<file path="src/wmc_map.vh">
// Purpose: Register indices, field positions and reset values
// Assumes: Byte address of a register is four times its index
// Notes: Definitions only
`ifndef WMC_MAP_VH
`define WMC_MAP_VH

// Register indices
`define WMC_IDX_AMP_AVG 6'h34
`define WMC_IDX_AMP_RES 6'h35
`define WMC_IDX_PH_CFG 6'h36
`define WMC_IDX_PH_REF 6'h37
`define WMC_IDX_PH_AVG 6'h38
`define WMC_IDX_PH_RES 6'h39
`define WMC_IDX_CAP_CFG 6'h3a
`define WMC_IDX_CAP_REF 6'h3b
`define WMC_IDX_CAP_AVG 6'h3c
`define WMC_IDX_CAP_RES 6'h3d
`define WMC_IDX_IRQ_STAT 6'h20
`define WMC_IDX_IRQ_MASK 6'h21
`define WMC_IDX_CMD 6'h22
`define WMC_IDX_WAKE_EN 6'h23

// Configuration fields
`define WMC_THR_MSB 7
`define WMC_THR_LSB 4
`define WMC_INCL_BIT 3
`define WMC_WT_MSB 2
`define WMC_WT_LSB 1
`define WMC_USE_AVG_BIT 0

// Command bits
`define WMC_CMD_SET_DEFAULT 0

// Averaging shift for weight code 00
`define WMC_WT_BASE_SHIFT 3'h2

// Reset values
`define WMC_RST_BYTE 8'h00
`define WMC_RST_CH3 3'h0

`endif

</file>
<file path="src/wmc_wakeup_compare.v">
// Purpose: Wake-up measurement compare, auto-average and result displays
// Assumes: APB slave, one clock, measurement results arrive as pulses
// Notes: Channel 0 amplitude, 1 phase, 2 capacitance
`include "wmc_map.vh"

module wmc_wakeup_compare
(
   // Clock, reset, enable
   input wire clk_i,
   input wire reset_n_i,
   input wire ce_i,
   // APB slave
   input wire psel_i,
   input wire penable_i,
   input wire pwrite_i,
   input wire [7:0] paddr_i,
   input wire [31:0] pwdata_i,
   output wire [31:0] prdata_o,
   output wire pready_o,
   output wire pslverr_o,
   // Amplitude settings held outside
   input wire [7:0] amp_cfg_i,
   input wire [7:0] amp_ref_i,
   // Wake-up timer and measurement front end
   input wire wake_timeout_i,
   input wire [2:0] meas_valid_i,
   input wire [7:0] meas_data_i,
   output wire [2:0] meas_request_o,
   // Interrupt
   output wire irq_o
);

   // Average step: old plus difference over weight
   function [7:0] wmc_avg;
      input [7:0] avg;
      input [7:0] res;
      input [1:0] wsel;
      reg signed [9:0] d;
      reg signed [9:0] s;
      reg [2:0] sh;
      begin
         d = $signed({2'b00, res}) - $signed({2'b00, avg});
         sh = {1'b0, wsel} + `WMC_WT_BASE_SHIFT;
         s = d >>> sh;
         wmc_avg = avg + s[7:0];
      end
   endfunction

   // Unsigned distance between result and reference
   function [7:0] wmc_abs_diff;
      input [7:0] a;
      input [7:0] b;
      begin
         if (a >= b)
         begin
            wmc_abs_diff = a - b;
         end
         else
         begin
            wmc_abs_diff = b - a;
         end
      end
   endfunction

   reg [31:0] prdata_q;
   reg pready_q;
   reg pslverr_q;
   reg [7:0] ph_cfg_q;
   reg [7:0] ph_ref_q;
   reg [7:0] cap_cfg_q;
   reg [7:0] cap_ref_q;
   reg [2:0] stat_q;
   reg [2:0] stat_d;
   reg [2:0] mask_q;
   reg [2:0] mask_d;
   reg [2:0] wake_en_q;
   reg [2:0] req_q;
   reg irq_q;
   reg [31:0] rdata_d;
   reg hit_d;

   wire [5:0] idx;
   wire setup;
   wire wr;
   wire set_default;
   wire wr_stat;
   wire wr_mask;
   wire [23:0] cfg_all;
   wire [23:0] ref_all;
   wire [23:0] avg_all;
   wire [23:0] raw_all;
   wire [2:0] trig;

   assign idx = paddr_i[7:2];
   assign setup = psel_i & ~penable_i;
   assign wr = psel_i & penable_i & pready_q & pwrite_i & ~pslverr_q;
   assign set_default = wr & (idx == `WMC_IDX_CMD) & pwdata_i[`WMC_CMD_SET_DEFAULT];
   assign wr_stat = wr & (idx == `WMC_IDX_IRQ_STAT);
   assign wr_mask = wr & (idx == `WMC_IDX_IRQ_MASK);
   assign cfg_all = {cap_cfg_q, ph_cfg_q, amp_cfg_i};
   assign ref_all = {cap_ref_q, ph_ref_q, amp_ref_i};

   // Per-channel compare and averaging
   genvar k;
   generate
      for (k = 0; k < 3; k = k + 1)
      begin : g_ch
         reg [7:0] avg_q;
         reg [7:0] raw_q;
         wire [7:0] cfg;
         wire [7:0] rf;
         wire [7:0] diff;
         wire over;

         assign cfg = cfg_all[k*8 +: 8];
         assign rf = cfg[`WMC_USE_AVG_BIT] ? avg_q : ref_all[k*8 +: 8];
         assign diff = wmc_abs_diff(meas_data_i, rf);
         assign over = diff > {4'h0, cfg[`WMC_THR_MSB:`WMC_THR_LSB]};
         assign trig[k] = meas_valid_i[k] & over;
         assign avg_all[k*8 +: 8] = avg_q;
         assign raw_all[k*8 +: 8] = raw_q;

         always @(posedge clk_i or negedge reset_n_i)
         begin
            if (!reset_n_i)
            begin
               avg_q <= `WMC_RST_BYTE;
               raw_q <= `WMC_RST_BYTE;
            end
            else if (ce_i)
            begin
               if (set_default)
               begin
                  avg_q <= `WMC_RST_BYTE;
                  raw_q <= `WMC_RST_BYTE;
               end
               else if (meas_valid_i[k])
               begin
                  raw_q <= meas_data_i;
                  if (!over || cfg[`WMC_INCL_BIT])
                  begin
                     avg_q <= wmc_avg(avg_q, meas_data_i, cfg[`WMC_WT_MSB:`WMC_WT_LSB]);
                  end
               end
            end
         end
      end
   endgenerate

   // Read mux and address check
   always @*
   begin
      rdata_d = 32'h0000_0000;
      hit_d = (paddr_i[1:0] == 2'b00);
      case (idx)
         `WMC_IDX_AMP_AVG: rdata_d[7:0] = avg_all[7:0];
         `WMC_IDX_AMP_RES: rdata_d[7:0] = raw_all[7:0];
         `WMC_IDX_PH_CFG: rdata_d[7:0] = ph_cfg_q;
         `WMC_IDX_PH_REF: rdata_d[7:0] = ph_ref_q;
         `WMC_IDX_PH_AVG: rdata_d[7:0] = avg_all[15:8];
         `WMC_IDX_PH_RES: rdata_d[7:0] = raw_all[15:8];
         `WMC_IDX_CAP_CFG: rdata_d[7:0] = cap_cfg_q;
         `WMC_IDX_CAP_REF: rdata_d[7:0] = cap_ref_q;
         `WMC_IDX_CAP_AVG: rdata_d[7:0] = avg_all[23:16];
         `WMC_IDX_CAP_RES: rdata_d[7:0] = raw_all[23:16];
         `WMC_IDX_IRQ_STAT: rdata_d[2:0] = stat_q;
         `WMC_IDX_IRQ_MASK: rdata_d[2:0] = mask_q;
         `WMC_IDX_CMD: rdata_d[2:0] = 3'h0;
         `WMC_IDX_WAKE_EN: rdata_d[2:0] = wake_en_q;
         default: hit_d = 1'b0;
      endcase
      if (!hit_d)
      begin
         rdata_d = 32'h0000_0000;
      end
   end

   // Zero-wait answer prepared in the setup cycle
   always @(posedge clk_i or negedge reset_n_i)
   begin
      if (!reset_n_i)
      begin
         prdata_q <= 32'h0000_0000;
         pready_q <= 1'b0;
         pslverr_q <= 1'b0;
      end
      else if (ce_i)
      begin
         if (setup)
         begin
            prdata_q <= pwrite_i ? 32'h0000_0000 : rdata_d;
            pready_q <= 1'b1;
            pslverr_q <= ~hit_d;
         end
         else
         begin
            prdata_q <= 32'h0000_0000;
            pready_q <= 1'b0;
            pslverr_q <= 1'b0;
         end
      end
   end

   // Writable configuration
   always @(posedge clk_i or negedge reset_n_i)
   begin
      if (!reset_n_i)
      begin
         ph_cfg_q <= `WMC_RST_BYTE;
         ph_ref_q <= `WMC_RST_BYTE;
         cap_cfg_q <= `WMC_RST_BYTE;
         cap_ref_q <= `WMC_RST_BYTE;
         wake_en_q <= `WMC_RST_CH3;
      end
      else if (ce_i)
      begin
         if (set_default)
         begin
            ph_cfg_q <= `WMC_RST_BYTE;
            ph_ref_q <= `WMC_RST_BYTE;
            cap_cfg_q <= `WMC_RST_BYTE;
            cap_ref_q <= `WMC_RST_BYTE;
            wake_en_q <= `WMC_RST_CH3;
         end
         else if (wr)
         begin
            case (idx)
               `WMC_IDX_PH_CFG: ph_cfg_q <= pwdata_i[7:0];
               `WMC_IDX_PH_REF: ph_ref_q <= pwdata_i[7:0];
               `WMC_IDX_CAP_CFG: cap_cfg_q <= pwdata_i[7:0];
               `WMC_IDX_CAP_REF: cap_ref_q <= pwdata_i[7:0];
               `WMC_IDX_WAKE_EN: wake_en_q <= pwdata_i[2:0];
               default: ph_cfg_q <= ph_cfg_q;
            endcase
         end
      end
   end

   // Sticky status: a new event beats a same-cycle clear
   always @*
   begin
      stat_d = stat_q;
      if (set_default)
      begin
         stat_d = `WMC_RST_CH3;
      end
      else if (wr_stat)
      begin
         stat_d = stat_q & ~pwdata_i[2:0];
      end
      stat_d = stat_d | trig;
   end

   // Mask next value, so irq follows a mask write at once
   always @*
   begin
      mask_d = mask_q;
      if (set_default)
      begin
         mask_d = `WMC_RST_CH3;
      end
      else if (wr_mask)
      begin
         mask_d = pwdata_i[2:0];
      end
   end

   // Status, interrupt and measurement requests
   always @(posedge clk_i or negedge reset_n_i)
   begin
      if (!reset_n_i)
      begin
         stat_q <= `WMC_RST_CH3;
         mask_q <= `WMC_RST_CH3;
         irq_q <= 1'b0;
         req_q <= `WMC_RST_CH3;
      end
      else if (ce_i)
      begin
         stat_q <= stat_d;
         mask_q <= mask_d;
         irq_q <= |(stat_d & mask_d);
         req_q <= wake_timeout_i ? wake_en_q : 3'h0;
      end
   end

   assign prdata_o = prdata_q;
   assign pready_o = pready_q;
   assign pslverr_o = pslverr_q;
   assign meas_request_o = req_q;
   assign irq_o = irq_q;

endmodule

</file>
<file path="config.mk">
export PLATFORM = sky130hd
export DESIGN_NAME = wmc_wakeup_compare
export DESIGN_NICKNAME = d
export VERILOG_FILES = /design/src/wmc_wakeup_compare.v
export VERILOG_INCLUDE_DIRS = /design/src
export SDC_FILE = /design/constraint.sdc
export NUM_CORES = 1
export LEC_CHECK = 0
export BUFFER_PORTS_ARGS = -buffer_cell sky130_fd_sc_hd__buf_2
export CAP_MARGIN = 20
export CORE_MARGIN = 3
export CORE_UTILIZATION = 30
export DETAILED_ROUTE_END_ITERATION = 12
export GPL_ROUTABILITY_DRIVEN = 1
export GPL_TIMING_DRIVEN = 0
export PLACE_DENSITY = 0.48
export SYNTH_ARGS = -nofsm -noshare
export SYNTH_HDL_FRONTEND = slang
export SYNTH_SLANG_ARGS = --single-unit
</file>
<file path="constraint.sdc">
create_clock -name clk_i -period 5.25 [get_ports clk_i]
set_clock_uncertainty 0.15 [all_clocks]
set_input_delay 0.525 -clock clk_i [delete_from_list [all_inputs] [get_ports clk_i]]
set_output_delay 0.525 -clock clk_i [all_outputs]
set_load 0.02 [all_outputs]
</file>
**Word-level counts from Yosys, hierarchy flattened**

Index checks and enable logic that the tools add are counted.

- Flip-flop bits (word level): 127
- Input bits: 74
- Output and inout bits: 38
- Logic and storage cells: 156

- $add $sub $neg: 15
- Order comparisons: 6
- Equality and inequality tests: 14
- Shift-type cells: 3
- Muxes and demuxes: 49
- Bitwise gates (word level): 19
- Reductions and logical operators: 32

Operators with widths:

| cell | count |
|---|---|
| two-way mux 8 bit | 34 |
| == test 6 bit (second input constant) | 14 |
| two-way mux 32 bit | 2 |
| case mux 5 bit (10 select lines) | 1 |
| subtractor 8 bit | 6 |
| case mux 3 bit (13 select lines) | 1 |
| >>> shifter 9 x 3 -> 8 bit | 3 |
| subtractor 8 x 8 -> 9 bit | 3 |
| adder 8 bit | 3 |
| >= comparator 8 bit | 3 |
| greater-than comparator 8 x 4 -> 1 bit | 3 |
| two-way mux 3 bit | 8 |
| AND reduction 3 bit | 8 |
| nonzero test 2 bit | 12 |
| OR reduction 14 bit | 1 |
| AND 1 bit | 12 |
| adder 2 x 2 -> 3 bit (second input constant) | 3 |
| AND 3 bit | 2 |
| AND reduction 2 bit | 3 |
| zero test 1 bit | 3 |
| logical OR 1 bit | 3 |
| two-way mux 1 bit | 3 |
| NOT 1 bit | 3 |
| NOT 3 bit | 1 |
| 3 further kinds | 3 |

**Longest topological paths before layout**

Gate-level depths: netlist of run 1.

- Word-level depth: 10
- Mapped depth: 21
- Gate-level depth less buffers: 21

**Worst setup path after synthesis of run 1**

OpenSTA, ideal clock, no wires.

- Path type: register to register
- From: reg ph_cfg_q[0] (netlist: g_ch[1].cfg[0])
- To: reg g_ch[1].avg_q[1]
- Library setup time: 0.128 ns
- Arrival time: 4.186 ns
- Slack: 0.786 ns
- Stages on the path, launching flop included: 22
- Buffers on the path: 1
- Cell sequence: dfrtp_1 -> clkbuf_1 -> mux2i_1 -> inv_1 -> ha_1 -> inv_1 -> fa_1 -> a21o_1 -> a21oi_1 -> o21bai_1 -> o22ai_1 -> mux2_2 -> ha_1 -> nor2b_1 -> o21ai_0 -> nand2b_1 -> a21oi_1 -> a41oi_1 -> a21oi_1 -> o21a_2 -> o21ai_4 -> mux2_1

- Longest elaborated chain between the ends: 8
- Elaborated cells on any way between the ends: 10

RTL lines:

| item | RTL line | text |
|---|---|---|
| start, declared | wmc_wakeup_compare.v:68 | `reg [7:0] ph_cfg_q;` |
| start signal, assigned | wmc_wakeup_compare.v:209 | `` ph_cfg_q <= `WMC_RST_BYTE; `` |
| start signal, assigned | wmc_wakeup_compare.v:219 | `` ph_cfg_q <= `WMC_RST_BYTE; `` |
| start signal, assigned | wmc_wakeup_compare.v:228 | `` `WMC_IDX_PH_CFG: ph_cfg_q <= pwdata_i[7:0]; `` |
| two-way mux 8 bit (*) | wmc_wakeup_compare.v:116 | `` assign rf = cfg[`WMC_USE_AVG_BIT] ? avg_q : ref_all[k*8 +: 8]; `` |
| subtractor 8 bit (tied with other cells) | wmc_wakeup_compare.v:60 | `wmc_abs_diff = b - a;` |
| two-way mux 8 bit (*) | wmc_wakeup_compare.v:54 | `if (a >= b)` |
| greater-than comparator 8 x 4 -> 1 bit (*) | wmc_wakeup_compare.v:118 | `` assign over = diff > {4'h0, cfg[`WMC_THR_MSB:`WMC_THR_LSB]}; `` |
| zero test 1 bit (*) | wmc_wakeup_compare.v:140 | `` if (!over \|\| cfg[`WMC_INCL_BIT]) `` |
| logical OR 1 bit (*) | wmc_wakeup_compare.v:140 |  |
| nonzero test 2 bit (no line) (*) | - |  |
| AND reduction 3 bit (no line) (*) | - |  |
| end signal, assigned | wmc_wakeup_compare.v:127 | `` avg_q <= `WMC_RST_BYTE; `` |
| end signal, assigned | wmc_wakeup_compare.v:134 | `` avg_q <= `WMC_RST_BYTE; `` |
| end signal, assigned | wmc_wakeup_compare.v:142 | `` avg_q <= wmc_avg(avg_q, meas_data_i, cfg[`WMC_WT_MSB:`WMC_WT_LSB]); `` |
| end, declared | wmc_wakeup_compare.v:108 | `reg [7:0] avg_q;` |

Mark *: on every way between the ends. The rest lies on a longest branch, timed or not.
A chain may end at the register's enable or synchronous reset.

**Worst setup path in the final report of run 1**

- From: reg cap_cfg_q[0]
- To: reg g_ch[2].avg_q[3]

- Longest elaborated chain between the ends: 8
- Elaborated cells on any way between the ends: 10

RTL lines:

| item | RTL line | text |
|---|---|---|
| start, declared | wmc_wakeup_compare.v:70 | `reg [7:0] cap_cfg_q;` |
| start signal, assigned | wmc_wakeup_compare.v:211 | `` cap_cfg_q <= `WMC_RST_BYTE; `` |
| start signal, assigned | wmc_wakeup_compare.v:221 | `` cap_cfg_q <= `WMC_RST_BYTE; `` |
| start signal, assigned | wmc_wakeup_compare.v:230 | `` `WMC_IDX_CAP_CFG: cap_cfg_q <= pwdata_i[7:0]; `` |
| two-way mux 8 bit (*) | wmc_wakeup_compare.v:116 |  |
| subtractor 8 bit (tied with other cells) | wmc_wakeup_compare.v:60 |  |
| two-way mux 8 bit (*) | wmc_wakeup_compare.v:54 |  |
| greater-than comparator 8 x 4 -> 1 bit (*) | wmc_wakeup_compare.v:118 |  |
| zero test 1 bit (*) | wmc_wakeup_compare.v:140 |  |
| logical OR 1 bit (*) | wmc_wakeup_compare.v:140 |  |
| nonzero test 2 bit (no line) (*) | - |  |
| AND reduction 3 bit (no line) (*) | - |  |
| end signal, assigned | wmc_wakeup_compare.v:127 |  |
| end signal, assigned | wmc_wakeup_compare.v:134 |  |
| end signal, assigned | wmc_wakeup_compare.v:142 |  |
| end, declared | wmc_wakeup_compare.v:108 |  |

Marked as above.

==> results of run 1 <==
## cell families (layout without fill, tap and decap cells)
logic type / after synthesis / in the layout / synth area share
adders and majority gates: 108 / 108 / 0.142
AOI/OAI and AO/OA: 351 / 351 / 0.253
DFF: 103 / 103 / 0.259
and+or+nand+nor: 249 / 249 / 0.124
xor gates and xnor gates: 37 / 37 / 0.0325
buffers and inverters: 165 / 241 / 0.0753
other: 1 / 25 / 0.000376
muxes: 96 / 96 / 0.114
## repair_timing
| item | 4_1_cts | 5_1_grt |
|---|---|---|
| resized for setup | 1 | 2 |
| hold buffers | 0 | 0 |
| endpoints found under the setup margin | 9 | 9 |
| cloned | 0 | 0 |
## flip-flops by register name, indices dropped and copies added (netlist names)
register and count:
cap_cfg_q 8, cap_ref_q 8, g_ch.avg_q 24, g_ch.cfg 8, g_ch.raw_q 24, irq_o 1, mask_q 3, meas_request_o 3
ph_ref_q 8, prdata_o 8, pready_o 1, pslverr_o 1, stat_q 3, wake_en_q 3
## metal layers
metal	vias to the layer above	track usage	part of all wire
met5	-	0	0
met4	0	0.0335	0.014
met3	27	0.0246	0.056
met2	253	0.292	0.46
met1	4216	0.261	0.48
li1	4233	-	-
## power by group
group / internal, W / leakage (nW) / switching (W)
Combinational: 0.00106 / 3.83 / 0.00125
Sequential: 0.000897 / 1.29 / 0.000207
Clock: 0.000345 / 0.143 / 0.000335
Total: 0.00231 / 5.26 / 0.00179
## path summary, 6_finish.rpt
check / from / endpoint / slack (ns) / cells past startpoint
worst max-delay path: cap_cfg_q[0]$_DFFE_PN0P_ / g_ch[2].avg_q[3]$_DFFE_PN0P_ / 0.37 / 17
worst min-delay path: reset_n_i / pready_o$_DFFE_PN0P_ / -0.005 / 1
worst max register to register: cap_cfg_q[0]$_DFFE_PN0P_ / g_ch[2].avg_q[3]$_DFFE_PN0P_ / 0.37 / 17
worst min register to register: g_ch[2].raw_q[4]$_DFFE_PN0P_ / g_ch[2].raw_q[4]$_DFFE_PN0P_ / 0.34 / 2
max in group asynchronous: reset_n_i / cap_ref_q[5]$_DFFE_PN0P_ / 4.22 / 2
min in group clk_i: wake_timeout_i / meas_request_o[1]$_DFFE_PN0P_ / 0.27 / 3
## final cells by class
class                      instances  area, um2  share of cell area
sequential                       103       2580               0.229
clock inverter                     5       46.3             0.00412
inverter                          97        364              0.0324
multi-input combinational        865       6740               0.600
timing repair buffer              61        330              0.0294
tap                              442        553              0.0492
buffer                            67        383              0.0341
antenna                            1       2.50            0.000223
clock buffer                      11        243              0.0216
## per-stage QoR
step / setup slack [ns] / TNS (ns)
2_1_floorplan: 0.786 / 0
3_3_place_gp: -0.222 / -0.846
3_5_place_dp: -0.237 / -0.786
4_1_cts: 0.0885 / 0
5_1_grt: 0.0734 / 0
6_report: 0.371 / 0
## worst max-delay path, cell delays in order, from the launching register on
cell and delay, ns:
dfrtp_1 0.32, clkbuf_1 0.60, mux2i_1 0.55, inv_1 0.16, ha_1 0.34, nand4_1 0.17
nand4_4 0.16, a31oi_4 0.35, mux2i_1 0.30, xnor2_1 0.16, ha_1 0.27, a21oi_1 0.14
o21ai_0 0.08, o21ai_0 0.11, o211a_4 0.22, a31oi_4 0.16, a21o_4 0.30, a22o_1 0.23
## cells in the mapped netlist (7+ instances only)
cell type	instances	share of area
a211oi_1	15	0.011
a21o_1	36	0.027
a21oi_1	64	0.032
a221oi_1	9	0.0079
a22o_1	32	0.028
and2_1	12	0.0075
buf_2	12	0.0060
buf_4	25	0.019
clkbuf_1	27	0.010
dfrtp_1	103	0.26
fa_1	9	0.018
ha_1	99	0.12
inv_1	96	0.036
mux2_2	38	0.043
mux2i_1	46	0.046
mux4_2	10	0.023
nand2_1	69	0.026
nand2b_1	18	0.011
nand3_1	20	0.010
nand4_1	8	0.0050
nor2_1	64	0.024
nor2b_1	8	0.0050
nor3_1	19	0.0095
o211ai_1	9	0.0068
o21a_1	7	0.0053
o21ai_0	70	0.035
o21bai_1	7	0.0053
o2bb2ai_1	13	0.011
o31ai_1	11	0.0083
or3_1	7	0.0044
xnor2_1	21	0.018
xor2_1	16	0.014
==> run summary, run 1 <==
Initial antenna violation count: 0
Row cnt: 66
Via Count: 8729
Ys async rst share: 1.00
Seq/Total Area, Yosys: 0.259
Pwr Density: 365 nW/um2
Leakage power: 5.26 nW
Per-cell routed wire length: 19.6 um
Peak supply drop: 0.179 mV
Final worst path period need: 4.88 ns
Die area: 35500 um2
Core area: 32600 um2
Post-Synthesis Mean Instance Area: 8.98 um2
Post-synth EDFFs: 0
Layout cells sized above 1: 0.160
GRT overflow: 0
Fin Hold WS: -0.00487 ns
Critical path class: reg -> reg
Pre-antenna DRT Iters: 5
CP required: 5.35 ns
Ports: 112
TritonCTS Buffers: 9
Status: finished with violations
First-pass GRT wire length: 50100 um
Commonest non-fill, non-tap cell in the layout: dfrtp_1
YS warnings: 0
Synth Cell Area: 9970 um2
Critical path capture point type: flip-flop
Final Setup Violations: 0
# nets final: 1386
Primary FF master, synth: dfrtp_1
Worst Path Arrival: 4.98 ns
Min-Delay Path Class: in -> async
Worst-margin pin slew: 1.11 ns
Area Overhead vs Synth: 12.7%
Post-route ant nets: 0
Clock transition at path regs: 0.07 ns
Largest net degree at the start of global routing: 68
Vias in the first global route: 8384
Longest Clk Path Bufs: 2
Via/cell ratio: 5.28
Count of different cell masters after synthesis: 88
Final hold viol count: 5
Startpoint class of the critical path: flip-flop
Rel. slew slack: 0.254
Placed instance area: 10900 um2
CTS tree: yes
Final Power: 0.00410 W
Worst skew pair latency: 0.36 ns
Hpwl dp: 25600 um
Max_cap viols: 0
Non-Filler Instances: 1652
Cells after Synth: 1110
Design Area, Final: 11200 um2
CTS root buf: clkbuf_16
Violated checks: negative hold slack
Placed insts: 1636
Die Wd: 188 um
Buffers on Ports: 60
Drt total wl: 32400 um
CTS H-tree depth: 3
Final Cycle Share: 0.929
DRT iter0 DRCs: 743
Most frequent cells in the layout: dfrtp_1 (102), ha_1 (99), inv_1 (96)
RSZ-0062 raised after global routing: false
Clock sink count: 103
GP Congestion: 0.869
Worst Path Max Fanout: 10
Max-slew violation count: 0
Final Util: 0.345
Initial Utilization: 0.306
# DRC: 0
Fillcell total: 3361
Die extent in y: 188 um
Post-CTS Setup Bufs: 0
Tot GR Track Use: 0.181
Flops & latches, synth: 103
Max Fclk: 205 MHz
No activity file was read; power rests on OpenSTA's default activity.
==> run 2: changes to the inputs <==
SETUP_SLACK_MARGIN = 0.4   (was unset)
==> run 2 against run 1 <==
  * Sequential cell count stayed put
  * The flow still finishes with violations (negative hold slack)
  * Combinational power is essentially flat
  * Hold slack gained 0.0011 ns
  * First-iteration DRC count down 3.5%
  * Sequential power hardly changed
  * Sequential share of layout area is 0.26 points lower
  * Final cell count is 0.54% higher
  * Total power is 0.66% higher
  * Die area is the same
  * Count of clock-buffer cells in the layout unchanged
  * Critical path depth stayed put
  * Fmax up 6.7%
==> run summary, run 2 (same netlist as run 1, synthesis figures left out) <==
Worst-margin pin slew: 1.17 ns (was 1.11 ns)
RSZ-0062 raised after global routing: false (unchanged)
Die area: 35500 um2 (unchanged)
Clock transition at path regs: 0.08 ns (was 0.07 ns)
Largest net degree at the start of global routing: 68 (unchanged)
Pwr Density: 363 nW/um2 (was 365 nW/um2)
Pre-antenna DRT Iters: 5 (unchanged)
Row cnt: 66 (unchanged)
Core area: 32600 um2 (unchanged)
Critical path class: reg -> reg (unchanged)
TritonCTS Buffers: 9 (unchanged)
Register area: 2580 um2 (about the same)
Rel. slew slack: 0.214 (was 0.254)
Placed instance area: 10900 um2 (unchanged)
Final hold viol count: 3 (was 5)
Fin worst setup slack: 0.677 ns (was 0.371 ns)
Fillcell total: 3349 (was 3361)
# DRC: 0 (unchanged)
Leakage power: 5.33 nW (was 5.26 nW)
Ports: 112 (unchanged)
FF-to-FF End: g_ch[2].avg_q[3]$_DFFE_PN0P_ (unchanged)
CTS Hold Bufs: 0 (unchanged)
CTS H-tree depth: 3 (unchanged)
Fin Hold WS: -0.00375 ns (was -0.00487 ns)
Clock sink count: 103 (unchanged)
Max Fclk: 219 MHz (was 205 MHz)
Design Area, Final: 11400 um2 (was 11200 um2)
Pre-CTS setup slack: -0.237 ns (unchanged)
Hpwl dp: 25600 um (unchanged)
Worst Path Max Fanout: 10 (unchanged)
Final Cycle Share: 0.871 (was 0.929)
Via/cell ratio: 5.30 (was 5.28)
R2R setup slack: 0.68 ns (was 0.37 ns)
CTS tree: yes (unchanged)
Startpoint class of the critical path: flip-flop (unchanged)
Die Wd: 188 um (unchanged)
Most frequent cells in the layout: dfrtp_1 (103), ha_1 (99), inv_1 (96) (was dfrtp_1 (102), ha_1 (99), inv_1 (96))
Min-Delay Path Class: in -> async (unchanged)
Final Setup Violations: 0 (unchanged)
Worst r2r path cells: 17 (unchanged)
Post-route ant nets: 0 (unchanged)
Per-cell routed wire length: 19.6 um (about the same)
Critical path capture point type: flip-flop (unchanged)
CP required: 5.35 ns (about the same)
Initial antenna violation count: 0 (unchanged)
Worst Path Arrival: 4.67 ns (was 4.98 ns)
GP Congestion: 0.869 (unchanged)
Longest Clk Path Bufs: 2 (unchanged)
Initial Utilization: 0.306 (unchanged)
Buffers on Ports: 60 (unchanged)
Die extent in y: 188 um (unchanged)
Vias in the first global route: 8391 (was 8384)
Commonest non-fill, non-tap cell in the layout: dfrtp_1 (unchanged)
Drt total wl: 32600 um (was 32400 um)
First-pass GRT wire length: 50100 um (about the same)
Worst reg2reg startpoint: cap_cfg_q[0]$_DFFE_PN0P_ (unchanged)
Max_cap viols: 0 (unchanged)
# nets final: 1395 (was 1386)
Peak supply drop: 0.165 mV (was 0.179 mV)
Status: finished with violations (unchanged)
Max-slew violation count: 0 (unchanged)
Final worst path period need: 4.57 ns (was 4.88 ns)
Via Count: 8807 (was 8729)
Multi-input logic area: 6790 um2 (was 6740 um2)
DRT iter0 DRCs: 717 (was 743)
Violated checks: negative hold slack (unchanged)
Area Overhead vs Synth: 13.9% (was 12.7%)
CTS root buf: clkbuf_16 (unchanged)
Tot GR Track Use: 0.181 (about the same)
GRT overflow: 0 (unchanged)
Top Registers: g_ch.avg_q x24, g_ch.raw_q x24 (unchanged)
Layout cells sized above 1: 0.173 (was 0.160)
Worst skew pair latency: 0.36 ns (about the same)
## run 2: changes by cell type in the layout (fill, tap and decap cells not counted), sizes merged
cell / change
clkbuf: +1
buf: +8
## run 2: power by group
| part | leakage [nW] | total [W] | switching [W] | internal, W |
|---|---|---|---|---|
| combinational | 3.90 | 0.00235 | 0.00126 | 0.00108 |
| clock | 0.143 | 0.000675 | 0.000330 | 0.000345 |
| sequential | 1.29 | 0.00111 | 0.000209 | 0.000897 |
## run 2: cell type report
cell class                 count  share of cell area
buffer                        68              0.0347
antenna                        1            0.000220
inverter                      97              0.0320
timing repair buffer          69              0.0344
tap                          442              0.0487
sequential                   103               0.227
multi-input combinational    865               0.598
clock buffer                  11              0.0214
clock inverter                 5             0.00407
## run 2: worst max path at each step
stage,from,endpoint,cells past startpoint
6_report,cap_cfg_q[0]$_DFFE_PN0P_,g_ch[2].avg_q[3]$_DFFE_PN0P_,17
5_1_grt,g_ch[1].cfg[0]$_DFFE_PN0P_,g_ch[1].avg_q[0]$_DFFE_PN0P_,22
4_1_cts,g_ch[1].cfg[0]$_DFFE_PN0P_,g_ch[1].avg_q[3]$_DFFE_PN0P_,21
3_5_place_dp,g_ch[1].cfg[0]$_DFFE_PN0P_,g_ch[1].avg_q[3]$_DFFE_PN0P_,20
3_3_place_gp,g_ch[1].cfg[0]$_DFFE_PN0P_,g_ch[1].avg_q[1]$_DFFE_PN0P_,20
2_1_floorplan,g_ch[1].cfg[0]$_DFFE_PN0P_,g_ch[1].avg_q[1]$_DFFE_PN0P_,21
## run 2: metal layers
| metal | up-vias | global-route usage | wire length, um |
|---|---|---|---|
| met4 | 0 | 0.0370 | 499 |
| met1 | 4297 | 0.261 | 15500 |
| met2 | 237 | 0.290 | 15000 |
| met3 | 31 | 0.0246 | 1700 |
| met5 | - | 0 | 0 |
| li1 | 4242 | - | - |
## run 2: metrics by stage
step	utilization	hold slack (ns)	cells	total power [W]	TNS (ns)
after global routing	0.348	0.0351	1660	0.00451	0
after CTS	0.345	0.0134	1652	0.00412	0
after detailed placement	0.335	0.327	1636	0.00343	-0.786
after floorplan	-	0.0794	1133	0.00286	0
final	0.348	-0.00375	1661	0.00413	0
after global placement	0.334	0.318	1635	0.00340	-0.846
## run 2: critical path: stages (launching register included)
cell and delay (ns):
dfrtp_1 0.33, clkbuf_2 0.33, mux2i_1 0.52, inv_1 0.17, ha_1 0.34, nand4_1 0.17, nand4_4 0.16, a31oi_4 0.35
mux2i_1 0.30, xnor2_1 0.16, ha_1 0.26, a21oi_1 0.14, o21ai_0 0.08, o21ai_0 0.11, o211a_4 0.22, a31oi_4 0.15
a21o_4 0.30, a22o_1 0.23
## run 2: repair_timing
action,in CTS,in global routing
pin swaps,0,4
cloned,0,0
gates resized for setup,5,15
endpoints found under the setup margin,18,17
setup buffers,0,8
==> run 3: changes to the inputs <==
HOLD_SLACK_MARGIN = 0.05   (was unset)
==> run 3 against run 2 <==
  * Die area did not move
  * Global-route usage is essentially flat
  * Total power barely moved
  * The run now ends clean
  * Final cell count hardly changed
==> run summary, run 3 (same netlist as run 1, synthesis figures left out) <==
Max Fclk: 219 MHz (about the same)
Final hold viol count: 0 (was 3)
Pwr Density: 363 nW/um2 (about the same)
Core area: 32600 um2 (unchanged)
Crit-path cells: clkbuf_2 -> mux2i_1 -> inv_1 -> ha_1 -> nand4_1 -> nand4_4 -> a31oi_4 -> mux2i_1 -> xnor2_1 -> ha_1 -> a21oi_1 -> o21ai_0 -> o21ai_0 -> o211a_4 -> a31oi_4 -> a21o_4 -> a22o_1 (unchanged)
Worst-margin pin slew: 1.16 ns (was 1.17 ns)
Max-slew violation count: 0 (unchanged)
Drt total wl: 32500 um (was 32600 um)
Most frequent cells in the layout: dfrtp_1 (103), ha_1 (99), inv_1 (96) (unchanged)
Layout cells sized above 1: 0.173 (about the same)
Final worst path period need: 4.57 ns (about the same)
Via/cell ratio: 5.29 (was 5.30)
Grt met1 use: 0.261 (about the same)
Buf/Inv on CP: 2 (unchanged)
CTS H-tree depth: 3 (unchanged)
Final Setup Violations: 0 (unchanged)
Clock sink count: 103 (unchanged)
Worst skew pair latency: 0.36 ns (about the same)
Per-cell routed wire length: 19.6 um (about the same)
Row cnt: 66 (unchanged)
Peak supply drop: 0.165 mV (about the same)
Startpoint class of the critical path: flip-flop (unchanged)
Top Registers: g_ch.avg_q x24, g_ch.raw_q x24 (unchanged)
GP Congestion: 0.869 (unchanged)
Setup tns final: 0 ns (unchanged)
Area Overhead vs Synth: 14.0% (was 13.9%)
Worst Path Max Fanout: 10 (unchanged)
TritonCTS Buffers: 9 (unchanged)
Max_cap viols: 0 (unchanged)
Rel. slew slack: 0.219 (was 0.214)
CP max-delay cell: mux2i_1 (unchanged)
Buffers on Ports: 60 (unchanged)
CTS root buf: clkbuf_16 (unchanged)
First-pass GRT wire length: 50100 um (about the same)
Die Wd: 188 um (unchanged)
Hpwl dp: 25600 um (unchanged)
# nets final: 1396 (was 1395)
# DRC: 0 (unchanged)
Pre-antenna DRT Iters: 6 (was 5)
CP required: 5.35 ns (about the same)
Leakage power: 5.33 nW (about the same)
Via Count: 8789 (was 8807)
Non-Filler Instances: 1662 (was 1661)
Min-Delay Path Class: in -> reg (was in -> async)
Vias in the first global route: 8394 (was 8391)
Final Util: 0.349 (was 0.348)
Largest net degree at the start of global routing: 68 (unchanged)
Initial Utilization: 0.306 (unchanged)
Clock transition at path regs: 0.08 ns (about the same)
Post-route ant nets: 0 (unchanged)
Status: completed (was finished with violations)
Design Area, Final: 11400 um2 (about the same)
Longest Clk Path Bufs: 2 (unchanged)
Commonest non-fill, non-tap cell in the layout: dfrtp_1 (unchanged)
DRT iter0 DRCs: 667 (was 717)
Die area: 35500 um2 (unchanged)
Critical path capture point type: flip-flop (unchanged)
Critical path class: reg -> reg (unchanged)
CTS tree: yes (unchanged)
Tot GR Track Use: 0.181 (about the same)
Worst Path Arrival: 4.67 ns (about the same)
GRT met3 Usage: 0.0246 (unchanged)
Met2 Usage GRT: 0.290 (unchanged)
RSZ-0062 raised after global routing: false (unchanged)
Placed insts: 1636 (unchanged)
GRT overflow: 0 (unchanged)
Placed instance area: 10900 um2 (unchanged)
GRT busiest layer: met2 (unchanged)
Initial antenna violation count: 0 (unchanged)
Crit-path leading delay family: compound AO/OA/AOI/OAI gates (unchanged)
Ports: 112 (unchanged)
Die extent in y: 188 um (unchanged)
CP max stage delay: 0.51 ns (was 0.52 ns)
Final Cycle Share: 0.870 (was 0.871)
## run 3: changes by cell type in the layout (fill, tap and decap cells not counted), sizes merged
cell and delta:
dlygate4sd3 +1
## run 3: final timing paths
path | start | end | slack (ns) | cells past startpoint
min in group asynchronous | reset_n_i | irq_o$_DFFE_PN0P_ | 0.54 | 2
worst max register to register | cap_cfg_q[0]$_DFFE_PN0P_ | g_ch[2].avg_q[3]$_DFFE_PN0P_ | 0.68 | 17
worst max-delay path | cap_cfg_q[0]$_DFFE_PN0P_ | g_ch[2].avg_q[3]$_DFFE_PN0P_ | 0.68 | 17
worst min register to register | g_ch[2].raw_q[4]$_DFFE_PN0P_ | g_ch[2].raw_q[4]$_DFFE_PN0P_ | 0.34 | 2
worst min-delay path | wake_timeout_i | meas_request_o[1]$_DFFE_PN0P_ | 0.28 | 3
max in group asynchronous | reset_n_i | g_ch[1].cfg[5]$_DFFE_PN0P_ | 3.69 | 3
## run 3: repair_timing
item	CTS	global route
hold endpoints to repair	36	0
endpoints found under the setup margin	18	17
setup buffers	0	8
gates cloned	0	0
hold buffers	1	0
pin swaps	0	4
resized for setup	5	15
## run 3: worst register-to-register path, cell delays in order (launching register included)
cell and delay [ns]:
dfrtp_1 0.32, clkbuf_2 0.33, mux2i_1 0.51, inv_1 0.17
ha_1 0.34, nand4_1 0.17, nand4_4 0.16, a31oi_4 0.35
mux2i_1 0.29, xnor2_1 0.16, ha_1 0.26, a21oi_1 0.14
o21ai_0 0.08, o21ai_0 0.11, o211a_4 0.22, a31oi_4 0.15
a21o_4 0.31, a22o_1 0.23
## run 3: report_power, final
part / switching [W] / internal, W
registers: 0.000208 / 0.000897
logic: 0.00126 / 0.00108
clock network: 0.000330 / 0.000345
## run 3: routing by layer
| layer | part of all wire | routed length (um) |
|---|---|---|
| met3 | 0.054 | 1760 |
| met2 | 0.46 | 14900 |
| met4 | 0.014 | 463 |
| met5 | 0 | 0 |
| met1 | 0.47 | 15400 |
## run 3: cell type report
| cell class | count | area, um2 |
|---|---|---|
| Antenna cell | 1 | 2.50 |
| Buffer | 68 | 394 |
| Clock buffer | 11 | 243 |
| Clock inverter | 5 | 46.3 |
| Fill cell | 3350 | 21200 |
| Inverter | 97 | 364 |
| Multi-Input combinational cell | 865 | 6790 |
| Sequential cell | 103 | 2580 |
| Tap cell | 442 | 553 |
| Timing Repair Buffer | 70 | 400 |
## run 3: per-stage QoR
step	total power [W]	hold slack [ns]	worst slack, ns
after floorplan	0.00286	0.0794	0.786
after global placement	0.00340	0.318	-0.222
after detailed placement	0.00343	0.327	-0.237
after CTS	0.00412	0.271	0.385
after global routing	0.00451	0.298	0.416
final	0.00413	0.277	0.681
